[src/rtl/i2c_rs_defs.svh]
// Offsets, field positions and reset values of the repeated start block.
`ifndef I2C_RS_DEFS_SVH
`define I2C_RS_DEFS_SVH

// Register word offsets on the plain register port.
`define OFF_PORT_CONTROL     3'h0
`define OFF_MASTER_CTL_TWO   3'h1
`define OFF_PORT_STATUS      3'h2
`define OFF_RATE_RELOAD      3'h3
`define OFF_SHIFT_BUFFER     3'h4
`define OFF_EVENT_STATUS     3'h5
`define OFF_EVENT_MASK       3'h6

// Port control fields.
`define BIT_PORT_ENABLE      5

// Master control two fields.
`define BIT_START_REQ        0
`define BIT_REPEAT_START     1
`define BIT_STOP_REQ         2
`define BIT_RECEIVE_REQ      3
`define BIT_ACK_SEQ_REQ      4
`define CTL_TWO_LOW_MASK     5'h1f

// Port status fields.
`define BIT_BUFFER_FULL      0
`define BIT_XMIT_BUSY        2
`define BIT_START_SEEN       3
`define BIT_STOP_SEEN        4
`define BIT_PORT_IDLE        5

// Event status and mask fields.
`define BIT_EVT_PORT         0
`define BIT_EVT_COLLISION    1
`define BIT_EVT_CLASH        2

// Reset values.
`define RST_BYTE             8'h00
`define RST_RATE             7'h00
`define RST_EVENTS           3'h0

// Rate counter reload field top bit positions.
`define RATE_SHORT_MSB       5
`define RATE_LONG_MSB        6

`endif

[src/rtl/i2c_rs_pkg.sv]
// Types shared by the repeated start block.
package i2c_rs_pkg;

   // Sequence states, one-hot.
   typedef enum logic [5:0] {
      S_IDLE    = 6'h01,
      S_SCL_LOW = 6'h02,
      S_SDA_REL = 6'h04,
      S_SCL_REL = 6'h08,
      S_HOLD    = 6'h10,
      S_SDA_LOW = 6'h20
   } seq_state_t;

   // Synchroniser chain and previous sample of one bus line.
   typedef struct packed {
      logic meta;
      logic sync;
      logic prev;
   } line_sample_t;

   // Whole state of the block.
   typedef struct packed {
      seq_state_t   fsm;
      line_sample_t scl;
      line_sample_t sda;
      logic [6:0]   cnt;
      logic         sclDrive;
      logic         sdaDrive;
      logic         portEnable;
      logic [4:0]   ctlTwo;
      logic [6:0]   rate;
      logic [7:0]   shiftBuffer;
      logic         bufferFull;
      logic         startSeen;
      logic         stopSeen;
      logic [2:0]   events;
      logic [2:0]   mask;
      logic [7:0]   rdData;
      logic         irq;
   } block_state_t;

endpackage

[src/rtl/i2c_master_repeated_start.sv]
// Master-side repeated start generator of a two-wire serial port with collision detection.
//
// The address map and strobed register access are this design's own decisions.
`timescale 1ns/10ps
`include "i2c_rs_defs.svh"

// Operation
// - Repeat-start request when idle pulls SCL low
// - SCL low: load counter 5:0, release SDA
// - Timeout, SDA high: release SCL; SCL rise: reload 6:0
// - Both high one period, then SDA low
// - End: clear request, stop counter, hold SDA
// - Start seen at once; event after timeout
// - Request ignored while another event runs
// - Buffer write during sequence sets clash
// - Low control-two bits locked during sequence
// - SDA low at SCL rise is collision
// - SCL low before SDA asserted: collision
// - Count down, release SCL, check SDA
// - SDA fall during hold is no collision
// - SCL fall before timeout is collision
// - Timeout both high: SDA low, then SCL low
// - Buffer full set with byte, cleared empty
module i2c_master_repeated_start (
   input  wire logic       sys_clk,      // System clock, 20 MHz.
   input  wire logic       rst_n,        // Asynchronous reset, active low.
   input  wire logic [2:0] regAddr,      // Register word offset.
   input  wire logic [7:0] regWrData,    // Register write data.
   input  wire logic       regWrStb,     // One-cycle write strobe.
   input  wire logic       regRdStb,     // One-cycle read strobe.
   output logic      [7:0] regRdData,    // Read data, valid the cycle after the strobe.
   input  wire logic       sclIn,        // Level of the clock line.
   output logic            sclOut,       // Clock line drive level, always low.
   output logic            sclOen,       // Clock line enable, low while pulling low.
   input  wire logic       sdaIn,        // Level of the data line.
   output logic            sdaOut,       // Data line drive level, always low.
   output logic            sdaOen,       // Data line enable, low while pulling low.
   output logic            irq           // Level interrupt, high while an unmasked event is set.
);

   ////////////////////////////////////////////////////////////////////////////////
   // State registers.
   ////////////////////////////////////////////////////////////////////////////////

   i2c_rs_pkg::block_state_t st_reg;     // Registered state of the block.
   i2c_rs_pkg::block_state_t st_next;    // Next value of the state.
   logic                     sequenceOn; // High while a repeated start is being generated.
   logic                     collision;  // One-cycle pulse on a detected collision.

   // Read multiplexer shared by the read path.
   function automatic logic [7:0] readWord(input i2c_rs_pkg::block_state_t s,
                                           input logic [2:0] a);
      logic [7:0] w;
      w = 8'h00;
      case (a)
         `OFF_PORT_CONTROL: begin
            w[`BIT_PORT_ENABLE] = s.portEnable;
         end
         `OFF_MASTER_CTL_TWO: begin
            w[4:0] = s.ctlTwo;
         end
         `OFF_PORT_STATUS: begin
            w[`BIT_BUFFER_FULL] = s.bufferFull;
            w[`BIT_XMIT_BUSY]   = s.bufferFull;
            w[`BIT_START_SEEN]  = s.startSeen;
            w[`BIT_STOP_SEEN]   = s.stopSeen;
            w[`BIT_PORT_IDLE]   = ~(s.bufferFull | (|s.ctlTwo));
         end
         `OFF_RATE_RELOAD: begin
            w[6:0] = s.rate;
         end
         `OFF_SHIFT_BUFFER: begin
            w = s.shiftBuffer;
         end
         `OFF_EVENT_STATUS: begin
            w[2:0] = s.events;
         end
         `OFF_EVENT_MASK: begin
            w[2:0] = s.mask;
         end
         default: begin
            w = 8'h00;
         end
      endcase
      return w;
   endfunction

   ////////////////////////////////////////////////////////////////////////////////
   // Next-state logic.
   ////////////////////////////////////////////////////////////////////////////////

   // Computes the sequence, the line drives, the flags and the register writes.
   always_comb begin
      logic expired;
      logic sclRise;
      logic sclFall;
      logic eventDone;
      logic clash;
      logic wrCtl;
      logic wrCtlTwo;
      logic wrBuf;
      logic wrEvt;
      logic otherBusy;
      expired   = 1'b0;
      sclRise   = 1'b0;
      sclFall   = 1'b0;
      eventDone = 1'b0;
      clash     = 1'b0;
      collision = 1'b0;
      // Strobe decodes and the busy term start defined on every pass.
      wrCtl     = 1'b0;
      wrCtlTwo  = 1'b0;
      wrBuf     = 1'b0;
      wrEvt     = 1'b0;
      otherBusy = 1'b0;
      st_next   = st_reg;
      // Two-stage synchronisers; only the second stage and its delayed copy are looked at.
      st_next.scl.meta = sclIn;
      st_next.scl.sync = st_reg.scl.meta;
      st_next.scl.prev = st_reg.scl.sync;
      st_next.sda.meta = sdaIn;
      st_next.sda.sync = st_reg.sda.meta;
      st_next.sda.prev = st_reg.sda.sync;
      sclRise = st_reg.scl.sync & ~st_reg.scl.prev;
      sclFall = ~st_reg.scl.sync & st_reg.scl.prev;
      sequenceOn = (st_reg.fsm != i2c_rs_pkg::S_IDLE);
      wrCtl    = regWrStb && (regAddr == `OFF_PORT_CONTROL);
      wrCtlTwo = regWrStb && (regAddr == `OFF_MASTER_CTL_TWO);
      wrBuf    = regWrStb && (regAddr == `OFF_SHIFT_BUFFER);
      wrEvt    = regWrStb && (regAddr == `OFF_EVENT_STATUS);
      otherBusy = st_reg.bufferFull | st_reg.ctlTwo[`BIT_START_REQ]
                | st_reg.ctlTwo[`BIT_STOP_REQ] | st_reg.ctlTwo[`BIT_RECEIVE_REQ]
                | st_reg.ctlTwo[`BIT_ACK_SEQ_REQ];

      // The rate counter counts down one step per system clock and stops at zero.
      if (st_reg.cnt != 7'h00) begin
         st_next.cnt = st_reg.cnt - 7'h01;
      end else begin
         expired = 1'b1;
      end

      // Start and stop conditions seen on the bus, by anybody.
      if (st_reg.sda.prev && !st_reg.sda.sync && st_reg.scl.sync && st_reg.scl.prev) begin
         st_next.startSeen = 1'b1;
         st_next.stopSeen  = 1'b0;
      end else if (!st_reg.sda.prev && st_reg.sda.sync && st_reg.scl.sync
                   && st_reg.scl.prev) begin
         st_next.stopSeen  = 1'b1;
         st_next.startSeen = 1'b0;
      end

      // Repeated start sequencer.
      case (st_reg.fsm)
         i2c_rs_pkg::S_IDLE: begin
            // A request that was accepted opens the sequence by pulling SCL low.
            if (st_reg.ctlTwo[`BIT_REPEAT_START]) begin
               st_next.sclDrive = 1'b1;
               st_next.fsm      = i2c_rs_pkg::S_SCL_LOW;
            end
         end
         i2c_rs_pkg::S_SCL_LOW: begin
            // Once SCL reads low, SDA is let go for the short rate period.
            if (!st_reg.scl.sync) begin
               st_next.cnt      = {1'b0, st_reg.rate[`RATE_SHORT_MSB:0]};
               st_next.sdaDrive = 1'b0;
               st_next.fsm      = i2c_rs_pkg::S_SDA_REL;
            end
         end
         i2c_rs_pkg::S_SDA_REL: begin
            // At timeout SDA must read high before SCL may be released.
            if (expired) begin
               if (st_reg.sda.sync) begin
                  st_next.sclDrive = 1'b0;
                  st_next.fsm      = i2c_rs_pkg::S_SCL_REL;
               end else begin
                  collision = 1'b1;
               end
            end
         end
         i2c_rs_pkg::S_SCL_REL: begin
            // SDA is checked at the moment SCL is seen rising.
            // A low SDA here means a rival master is sending a zero.
            if (sclRise) begin
               if (!st_reg.sda.sync) begin
                  collision = 1'b1;
               end else begin
                  st_next.cnt = st_reg.rate;
                  st_next.fsm = i2c_rs_pkg::S_HOLD;
               end
            end
         end
         i2c_rs_pkg::S_HOLD: begin
            // SCL dropping here means another master is sending a one.
            // SDA dropping is tolerated, as two masters never assert it together.
            if (sclFall) begin
               collision = 1'b1;
            end else if (expired) begin
               st_next.sdaDrive = 1'b1;
               st_next.cnt      = st_reg.rate;
               st_next.fsm      = i2c_rs_pkg::S_SDA_LOW;
            end
         end
         i2c_rs_pkg::S_SDA_LOW: begin
            // SCL is pulled low at timeout whatever its level; SDA stays held low.
            if (expired) begin
               st_next.sclDrive = 1'b1;
               st_next.ctlTwo[`BIT_REPEAT_START] = 1'b0;
               eventDone   = 1'b1;
               st_next.fsm = i2c_rs_pkg::S_IDLE;
            end
         end
         default: begin
            st_next.fsm = i2c_rs_pkg::S_IDLE;
         end
      endcase

      // A collision abandons the sequence and frees both lines.
      if (collision) begin
         st_next.sclDrive = 1'b0;
         st_next.sdaDrive = 1'b0;
         st_next.ctlTwo[`BIT_REPEAT_START] = 1'b0;
         st_next.cnt = 7'h00;
         st_next.fsm = i2c_rs_pkg::S_IDLE;
      end

      // Register writes.
      if (wrCtl) begin
         st_next.portEnable = regWrData[`BIT_PORT_ENABLE];
      end
      if (wrCtlTwo && !sequenceOn && !st_reg.ctlTwo[`BIT_REPEAT_START]) begin
         // The low bits are locked while a repeated start is pending or running.
         st_next.ctlTwo = regWrData[4:0] & `CTL_TWO_LOW_MASK;
         if (otherBusy || !st_reg.portEnable) begin
            // A repeat-start request over another pending event does not take effect.
            st_next.ctlTwo[`BIT_REPEAT_START] = 1'b0;
         end
      end
      if (regWrStb && (regAddr == `OFF_RATE_RELOAD)) begin
         st_next.rate = regWrData[6:0];
      end
      if (wrBuf) begin
         if (sequenceOn || st_reg.ctlTwo[`BIT_REPEAT_START]) begin
            clash = 1'b1;
         end else begin
            st_next.shiftBuffer = regWrData;
            st_next.bufferFull  = 1'b1;
         end
      end
      if (regRdStb && (regAddr == `OFF_SHIFT_BUFFER)) begin
         st_next.bufferFull = 1'b0;
      end
      if (regWrStb && (regAddr == `OFF_EVENT_MASK)) begin
         st_next.mask = regWrData[2:0];
      end

      // Sticky events: writing one clears, a new event in the same cycle wins.
      st_next.events = st_reg.events & ~(wrEvt ? regWrData[2:0] : 3'h0);
      st_next.events[`BIT_EVT_PORT]      = st_next.events[`BIT_EVT_PORT] | eventDone;
      st_next.events[`BIT_EVT_COLLISION] = st_next.events[`BIT_EVT_COLLISION] | collision;
      st_next.events[`BIT_EVT_CLASH]     = st_next.events[`BIT_EVT_CLASH] | clash;

      // A disabled port frees the lines and forgets bus conditions.
      if (!st_reg.portEnable) begin
         st_next.fsm       = i2c_rs_pkg::S_IDLE;
         st_next.sclDrive  = 1'b0;
         st_next.sdaDrive  = 1'b0;
         st_next.startSeen = 1'b0;
         st_next.stopSeen  = 1'b0;
         st_next.ctlTwo[`BIT_REPEAT_START] = 1'b0;
      end

      st_next.rdData = regRdStb ? readWord(st_reg, regAddr) : 8'h00;
      st_next.irq    = |(st_next.events & st_next.mask);
   end

   ////////////////////////////////////////////////////////////////////////////////
   // State flip-flops.
   ////////////////////////////////////////////////////////////////////////////////

   // Registers the whole state; reset puts every field at a constant.
   always_ff @(posedge sys_clk or negedge rst_n) begin
      if (!rst_n) begin
         st_reg             <= '0;
         st_reg.fsm         <= i2c_rs_pkg::S_IDLE;
         st_reg.scl         <= 3'h7;
         st_reg.sda         <= 3'h7;
         st_reg.ctlTwo      <= 5'h00;
         st_reg.rate        <= `RST_RATE;
         st_reg.shiftBuffer <= `RST_BYTE;
         st_reg.events      <= `RST_EVENTS;
         st_reg.mask        <= `RST_EVENTS;
         st_reg.rdData      <= `RST_BYTE;
      end else begin
         st_reg <= st_next;
      end
   end

   // Outputs straight from flip-flops; the lines are open drain and only ever pulled low.
   // The enables are inverted drive flags, so both lines read released from reset on.
   assign sclOut    = 1'b0 & st_reg.sclDrive;
   assign sdaOut    = 1'b0 & st_reg.sdaDrive;
   assign sclOen    = ~st_reg.sclDrive;
   assign sdaOen    = ~st_reg.sdaDrive;
   assign regRdData = st_reg.rdData;
   assign irq       = st_reg.irq;
endmodule // i2c_master_repeated_start

[config.mk]
export PLATFORM = sky130hd
export DESIGN_NAME = i2c_master_repeated_start
export DESIGN_NICKNAME = d
export VERILOG_FILES = /design/src/rtl/i2c_rs_pkg.sv /design/src/rtl/i2c_master_repeated_start.sv
export VERILOG_INCLUDE_DIRS = /design/src /design/src/rtl
export SDC_FILE = /design/constraint.sdc
export NUM_CORES = 1
export LEC_CHECK = 0
export BUFFER_PORTS_ARGS = -buffer_cell sky130_fd_sc_hd__clkbuf_2
export CORE_ASPECT_RATIO = 1.4
export CORE_MARGIN = 1.5
export CORE_UTILIZATION = 55
export CTS_BUF_LIST = sky130_fd_sc_hd__clkbuf_8
export DETAILED_ROUTE_END_ITERATION = 12
export PLACE_DENSITY_LB_ADDON = 0.05
export REMOVE_ABC_BUFFERS = 1
export SYNTH_ARGS = -nofsm -noshare
export SYNTH_HDL_FRONTEND = slang
export SYNTH_SLANG_ARGS = --single-unit
[constraint.sdc]
create_clock -name sys_clk -period 2.7 [get_ports sys_clk]
set_clock_uncertainty 0.15 [all_clocks]
set_input_delay 0.54 -clock sys_clk [delete_from_list [all_inputs] [get_ports sys_clk]]
set_output_delay 0.54 -clock sys_clk [all_outputs]
set_load 0.05 [all_outputs]
==> load_flow_metrics.sql, run 1 <==
INSERT INTO impl_metrics (metric_group, metric, value, unit) VALUES
('global_routing', 'grt_max_degree', '61', ''),
('worst_hold_path', 'holdCritPathClass', 'in -> reg', ''),
('timing', 'report.final.setup_viol', '0', ''),
('die', 'fp-row-count', '32', ''),
('critical_path', 'critical_path_class', 'reg -> reg', ''),
('clock_network', 'clock_transition_at_the_registers_of_the_reported_paths', '0.07', 'ns'),
('die', 'starting_density_of_the_core', '56.8', '%'),
('flow_run', 'maxCapViolations', '0', ''),
('critical_path', 'crit_fanout', '7', ''),
('die', 'die-area', '6080', 'µm²'),
('pwr', 'seqPwrFrac', '43.8', '%'),
('logic_synthesis', 'yosys_warnings', '0', ''),
('layout', 'antennaDiodeCount', '0', ''),
('critical_path', 'critPathLaunchType', 'flip-flop', ''),
('die', 'floorplan.die.width', '66.4', 'µm'),
('logic_synthesis', 'post_synth_fa_ha_maj_area_fraction', '0.810', '%'),
('pwr', 'switching_power', '0.792', 'mW'),
('layout', 'mostFrequentLayoutCells', 'sky130_fd_sc_hd__dfrtp_1 (53), sky130_fd_sc_hd__clkbuf_2 (27), sky130_fd_sc_hd__mux2_2 (25)', ''),
('detailed_routing', 'route.detailed.vias_per_inst', '5.90', ''),
('clock_network', 'cts_tree', 'done', ''),
('logic_synthesis', 'post_synth_num_cell_types', '57', ''),
('detailed_routing', 'drc', '0', ''),
('global_routing', 'grt_overflow', '0', ''),
('timing', 'timing.max_slew.rel_slack', '51.0', '%'),
('logic_synthesis', 'yosys-mux-area-fraction', '11.4', '%'),
('logic_synthesis', 'synth-simple-area-share', '19.4', '%'),
('logic_synthesis', 'yosys_most_used_dff', 'sky130_fd_sc_hd__dfrtp_1', ''),
('pwr', 'worst_ir_drop_vdd', '441', 'µV'),
('layout', 'area_delta_synth_final', '12.8', '%'),
('layout', 'num-nets-final', '340', ''),
('layout', 'drive_gt1_share', '28.8', '%'),
('timing', 'tightest_slew', '0.736', 'ns'),
('global_routing', 'grtUsageTotal', '25.2', '%'),
('clock_network', 'cts_num_sinks', '60', ''),
('clock_network', 'cts.htree.levels', '3', ''),
('die', 'core_area', '5450', 'µm²'),
('clock_network', 'holdBufCountCts', '0', ''),
('placed_design', 'finalWeightedCongestion', '0.900', ''),
('critical_path', 'crit_required', '2.77', 'ns'),
('timing', 'period_share', '93.1', '%'),
('clock_network', 'number_of_gates_resized_after_cts', '0', ''),
('detailed_routing', 'detail_route.iter0.violations', '206', ''),
('pwr', 'cellPowerDensity', '779', 'nW/µm²'),
('detailed_routing', 'first_pass_iters', '5', ''),
('timing', 'timing_max_transition_violations_final', '0', ''),
('pwr', 'p_int', '1.92', 'mW'),
('clock_network', 'max-clock-path-buffers', '2', ''),
('layout', 'final_common_cell', 'sky130_fd_sc_hd__dfrtp_1', ''),
('clock_network', 'tritoncts.num_buffers', '9', ''),
('pwr', 'comb_power_share', '20.6', '%'),
('logic_synthesis', 'yosys.area_share.xor_xnor', '1.42', '%'),
('die', 'pin_count', '30', ''),
('logic_synthesis', 'seq_area_frac_synth', '48.9', '%'),
('logic_synthesis', 'synthesis.area', '3090', 'µm²'),
('timing', 'total_negative_setup_slack', '0', 'ns'),
('timing', 'holdWs', '0.128', 'ns'),
('logic_synthesis', 'synth.ff_latch_count', '60', ''),
('timing', 'grt_setup_unrepaired', 'false', ''),
('layout', 'largest_register_ffs', '47', ''),
('detailed_routing', 'vias', '2323', ''),
('outcome', 'run_status', 'completed', ''),
('pwr', 'pwr-share-clk', '35.5', '%'),
('global_routing', 'grt_pass1_vias', '2332', ''),
('timing', 'period_needed', '2.51', 'ns'),
('placed_design', 'placement.io_buffers', '27', ''),
('logic_synthesis', 'post_synth.cell_area_avg', '10.5', 'µm²'),
('critical_path', 'end_kind', 'flip-flop', ''),
('clock_network', 'worst_skew_pair.late_latency', '0.34', 'ns'),
('pwr', 'p_leak', '1.60', 'nW'),
('layout', 'n_fill_cell', '492', ''),
('global_routing', 'initial_antenna_violation_count', '0', '');
==> cells by family after synthesis <==
group	Yosys count
fa+ha+maj	2
flops	60
xor+xnor	5
mux	32
compound gates	57
simple gates	102
buf+inv	35
other cells	1
==> final timing paths <==
kind                                to  depth (start not counted)        start  slack, ns
max reg2reg                 st_reg[34]                          5   st_reg[59]       0.19
min in group asynchronous   st_reg[47]                          2        rst_n       0.20
max in group asynchronous   st_reg[10]                          2        rst_n       1.71
max                         st_reg[34]                          5   st_reg[59]       0.19
min                        st_next[49]                          1        sdaIn       0.13
min reg2reg                st_next[51]                          0  st_next[52]       0.21
==> per-layer routing <==
metal | vias up | global-route usage (%) | routed length, µm
met5 | - | 0 | 0
met3 | 20 | 5.52 | 238
met4 | 0 | 12.6 | 183
li1 | 1098 | - | -
met1 | 1152 | 30.7 | 2940
met2 | 53 | 41.3 | 3530
==> power groups by stage <==
stage / Clock, mW / Combinational, mW / Sequential [mW]
6_report: 0.965 / 0.560 / 1.19
2_1_floorplan: 0 / 0.373 / 1.21
3_5_place_dp: 0 / 0.562 / 1.20
5_1_grt: 1.03 / 0.626 / 1.21
4_1_cts: 0.991 / 0.567 / 1.19
3_3_place_gp: 0 / 0.551 / 1.20
==> per-stage QoR <==
stage | utilization, % | setup WS [ns] | instance area (µm²) | instances
2_1_floorplan | - | 0.182 | 2970 | 275
3_3_place_gp | 59.7 | 0.278 | 3250 | 378
3_5_place_dp | 59.7 | 0.222 | 3250 | 378
4_1_cts | 64.0 | 0.197 | 3490 | 394
5_1_grt | 64.0 | 0.0462 | 3490 | 394
6_report | 64.0 | 0.185 | 3490 | 394
==> critical path, stage by stage, from the launching register on <==
cell	delay [ns]
sky130_fd_sc_hd__dfrtp_1	0.45
sky130_fd_sc_hd__or4_4	0.57
sky130_fd_sc_hd__or4b_1	0.50
sky130_fd_sc_hd__o211ai_1	0.31
sky130_fd_sc_hd__or2_1	0.31
sky130_fd_sc_hd__o22ai_1	0.10
==> Yosys cell counts (2+ instances only) <==
library cell | instances | area (µm²)
sky130_fd_sc_hd__and4_1 | 2 | 17.5
sky130_fd_sc_hd__or4b_1 | 2 | 20.0
sky130_fd_sc_hd__dfrtp_1 | 53 | 1330
sky130_fd_sc_hd__and3_4 | 2 | 22.5
sky130_fd_sc_hd__clkbuf_1 | 4 | 15.0
sky130_fd_sc_hd__a31oi_1 | 2 | 12.5
sky130_fd_sc_hd__or2_2 | 2 | 12.5
sky130_fd_sc_hd__o22ai_1 | 2 | 12.5
sky130_fd_sc_hd__xnor2_1 | 3 | 26.3
sky130_fd_sc_hd__o21ai_0 | 13 | 65.1
sky130_fd_sc_hd__a22oi_1 | 7 | 52.6
sky130_fd_sc_hd__a21oi_1 | 15 | 75.1
sky130_fd_sc_hd__and2_1 | 4 | 25.0
sky130_fd_sc_hd__nand4b_1 | 2 | 17.5
sky130_fd_sc_hd__nor3b_1 | 4 | 30.0
sky130_fd_sc_hd__mux2i_1 | 7 | 70.1
sky130_fd_sc_hd__nor4_1 | 3 | 18.8
sky130_fd_sc_hd__a21boi_0 | 2 | 15.0
sky130_fd_sc_hd__inv_1 | 15 | 56.3
sky130_fd_sc_hd__nand3_1 | 11 | 55.1
sky130_fd_sc_hd__a32oi_1 | 2 | 17.5
sky130_fd_sc_hd__and3_1 | 5 | 31.3
sky130_fd_sc_hd__mux2_2 | 25 | 282
sky130_fd_sc_hd__o211ai_1 | 4 | 30.0
sky130_fd_sc_hd__nor2b_1 | 5 | 31.3
sky130_fd_sc_hd__nand2b_1 | 2 | 12.5
sky130_fd_sc_hd__nand3b_1 | 3 | 22.5
sky130_fd_sc_hd__buf_4 | 11 | 82.6
sky130_fd_sc_hd__or4_1 | 5 | 37.5
sky130_fd_sc_hd__nand2_1 | 17 | 63.8
sky130_fd_sc_hd__buf_2 | 2 | 10.0
sky130_fd_sc_hd__nor2_1 | 20 | 75.1
sky130_fd_sc_hd__dfstp_2 | 7 | 184
sky130_fd_sc_hd__ha_1 | 2 | 25.0
sky130_fd_sc_hd__a221o_1 | 2 | 20.0
sky130_fd_sc_hd__buf_1 | 2 | 7.51
sky130_fd_sc_hd__nand4_1 | 2 | 12.5
sky130_fd_sc_hd__and2b_2 | 2 | 17.5
sky130_fd_sc_hd__xor2_1 | 2 | 17.5
sky130_fd_sc_hd__or4_4 | 2 | 22.5
==> final cells by class <==
type                       instances  area, µm²  share of cell area (%)
inverter                          15       56.3                    1.61
timing repair buffer              35        195                    5.60
clock inverter                     7        115                    3.30
clock buffer                       9        124                    3.55
multi-input combinational        200       1400                    40.2
sequential                        60       1510                    43.3
tap                               68       85.1                    2.44
Note: power is estimated with default switching activity, not from simulation.
==> run 2, diff against run 1 <==
==> constraint.sdc (replaced) <==
create_clock -name sys_clk -period 2.7 [get_ports sys_clk]
set_clock_uncertainty 0.15 [all_clocks]
set_input_delay 0.135 -clock sys_clk [delete_from_list [all_inputs] [get_ports sys_clk]]
set_output_delay 0.135 -clock sys_clk [all_outputs]
set_load 0.05 [all_outputs]
==> load_flow_metrics.sql, run 2 (synthesis results as in run 1) <==
INSERT INTO impl_metrics (metric_group, metric, value, unit) VALUES
('layout', 'area_delta_synth_final', '17.0', '%'),
('critical_path', 'worstPathArrival', '2.57', 'ns'),
('critical_path', 'crit_slowest_cell', 'sky130_fd_sc_hd__or4_4', ''),
('die', 'pin_count', '30', ''),
('pwr', 'netSwitchingFraction', '29.7', '%'),
('pwr', 'p_int', '1.94', 'mW'),
('global_routing', 'grtUsageTotal', '26.8', '%'),
('pwr', 'switching_power', '0.823', 'mW'),
('placed_design', 'place_inst', '378', ''),
('global_routing', 'grt_pass1_vias', '2450', ''),
('clock_network', 'clock_transition_at_the_registers_of_the_reported_paths', '0.07', 'ns'),
('timing', 'timing.final.hold_violations', '0', ''),
('detailed_routing', 'detail-route-antenna-nets', '0', ''),
('die', 'die-area', '6080', 'µm²'),
('critical_path', 'critPathLaunchType', 'flip-flop', ''),
('global_routing', 'initial_antenna_violation_count', '0', ''),
('worst_hold_path', 'holdCritPathClass', 'in -> reg', ''),
('critical_path', 'crit_path_max_incr_delay', '0.58', 'ns'),
('placed_design', 'placement.io_buffers', '27', ''),
('pwr', 'p_leak', '1.66', 'nW'),
('pwr', 'pwr-share-clk', '36.2', '%'),
('pwr', 'comb_power_share', '20.8', '%'),
('layout', 'layoutNonFillerInstCount', '406', ''),
('timing', 'period_share', '92.7', '%'),
('layout', 'num-nets-final', '352', ''),
('flow_run', 'maxCapViolations', '0', ''),
('timing', 'grt_setup_unrepaired', 'false', ''),
('detailed_routing', 'vias', '2422', ''),
('critical_path', 'path_cells', 'or4_4 > or4b_1 > o211ai_1 > or2_1 > o22ai_1', ''),
('die', 'die_h', '91.7', 'µm'),
('clock_network', 'cts_tree', 'done', ''),
('die', 'core_area', '5450', 'µm²'),
('layout', 'largest_register_ffs', '47', ''),
('pwr', 'worst_ir_drop_vdd', '461', 'µV'),
('layout', 'multi_input_comb_area', '1400', 'µm²'),
('pwr', 'cellPowerDensity', '765', 'nW/µm²'),
('pwr', 'seqPwrFrac', '43.0', '%'),
('timing', 'period_needed', '2.50', 'ns'),
('layout', 'final_common_cell', 'sky130_fd_sc_hd__dfrtp_1', ''),
('die', 'fp-row-count', '32', ''),
('placed_design', 'finalWeightedCongestion', '0.902', ''),
('clock_network', 'cts_num_sinks', '60', ''),
('timing', 'report.final.setup_viol', '0', ''),
('die', 'floorplan.die.width', '66.4', 'µm'),
('layout', 'mostFrequentLayoutCells', 'sky130_fd_sc_hd__dfrtp_1 (53), sky130_fd_sc_hd__clkbuf_2 (27), sky130_fd_sc_hd__mux2_2 (25)', ''),
('detailed_routing', 'routed_wire_length_per_instance', '17.9', 'µm'),
('detailed_routing', 'drc', '0', ''),
('clock_network', 'cts.htree.levels', '3', ''),
('detailed_routing', 'detail_route.iter0.violations', '281', ''),
('timing', 'timing.max_slew.rel_slack', '50.3', '%'),
('outcome', 'run_status', 'completed', ''),
('timing', 'timing.fmax', '400', 'MHz'),
('die', 'starting_density_of_the_core', '56.8', '%'),
('clock_network', 'tritoncts.num_buffers', '9', ''),
('timing', 'timing_max_transition_violations_final', '0', ''),
('layout', 'n_fill_cell', '446', ''),
('critical_path', 'critical_path_class', 'reg -> reg', ''),
('clock_network', 'worst_skew_pair.late_latency', '0.34', 'ns'),
('timing', 'total_negative_setup_slack', '0', 'ns'),
('layout', 'antennaDiodeCount', '0', ''),
('critical_path', 'crit_required', '2.77', 'ns'),
('detailed_routing', 'routed_wl', '7250', 'µm'),
('global_routing', 'grt_overflow', '0', ''),
('timing', 'tightest_slew', '0.745', 'ns'),
('clock_network', 'max-clock-path-buffers', '2', ''),
('detailed_routing', 'first_pass_iters', '4', ''),
('layout', 'regArea', '1510', 'µm²'),
('placed_design', 'place.detailed.hpwl', '5010', 'µm'),
('layout', 'drive_gt1_share', '27.8', '%'),
('clock_network', 'post_cts.repair.setup_buffers', '0', ''),
('global_routing', 'grt_max_degree', '61', ''),
('clock_network', 'cts_root_buf', 'sky130_fd_sc_hd__clkbuf_8', ''),
('critical_path', 'crit_fanout', '7', ''),
('critical_path', 'end_kind', 'flip-flop', ''),
('detailed_routing', 'route.detailed.vias_per_inst', '5.97', ''),
('global_routing', 'grt_pass1_wl', '12100', 'µm');
run 2: layer usage:
layer  share of wire [%]  vias to the layer above  global-route usage (%)
met5                   0                        -                       0
met4                 2.2                        0                    12.2
met3                 4.3                       15                    5.28
met2                  53                       79                    43.6
met1                  41                     1202                    34.2
li1                    -                     1126                       -
run 2: path summary, 6_finish.rpt:
path | depth (start not counted) | start | slack (ns) | end
max in group asynchronous | 3 | rst_n | 1.58 | st_reg[35]
max | 5 | st_reg[59] | 0.20 | st_reg[34]
min | 3 | regWrStb | 0.06 | st_reg[19]
max reg2reg | 5 | st_reg[59] | 0.20 | st_reg[34]
min reg2reg | 0 | st_next[49] | 0.21 | st_next[48]
min in group asynchronous | 3 | rst_n | 0.33 | st_reg[47]
run 2: what timing repair did:
| item | 4_1_cts | 5_1_grt |
|---|---|---|
| hold endpoints to repair | 81 | 0 |
| gates resized for setup | 0 | 0 |
| hold buffers | 12 | 0 |
run 2: power groups by stage:
stage,clock (mW),sequential (mW),combinational (mW)
global placement,0,1.20,0.556
finish,1.00,1.19,0.576
global route,1.06,1.21,0.650
floorplan,0,1.21,0.373
CTS,1.01,1.19,0.578
detailed placement,0,1.20,0.562
run 2: layout make-up:
cell class              instances  share of cell area [%]
repair buffers                 47                    8.72
clock inverters                 7                    3.43
inverters                      15                    1.56
clock buffers                   9                    3.43
multi-input cells             200                    38.8
flip-flops and latches         60                    41.8
well taps                      68                    2.35
run 2: worst max-delay path: cells and delay by family, from the launching register on:
| family | cells | cell delay (ns) |
|---|---|---|
| and+or+nand+nor | 3 | 1.38 |
| AOI/OAI and AO/OA | 2 | 0.39 |
| DFF | 1 | 0.46 |
run 2: through the flow:
stage / power, mW / setup WS [ns] / hold slack [ns] / util (%) / instance area (µm²)
6_report: 2.77 / 0.198 / 0.0618 / 66.4 / 3620
5_1_grt: 2.92 / 0.0598 / 0.0654 / 66.4 / 3620
4_1_cts: 2.78 / 0.210 / 0.0493 / 66.4 / 3620
3_5_place_dp: 1.76 / 0.239 / 0.0740 / 59.7 / 3250
3_3_place_gp: 1.75 / 0.288 / 0.0730 / 59.7 / 3250
2_1_floorplan: 1.58 / 0.182 / -0.311 / - / 2970
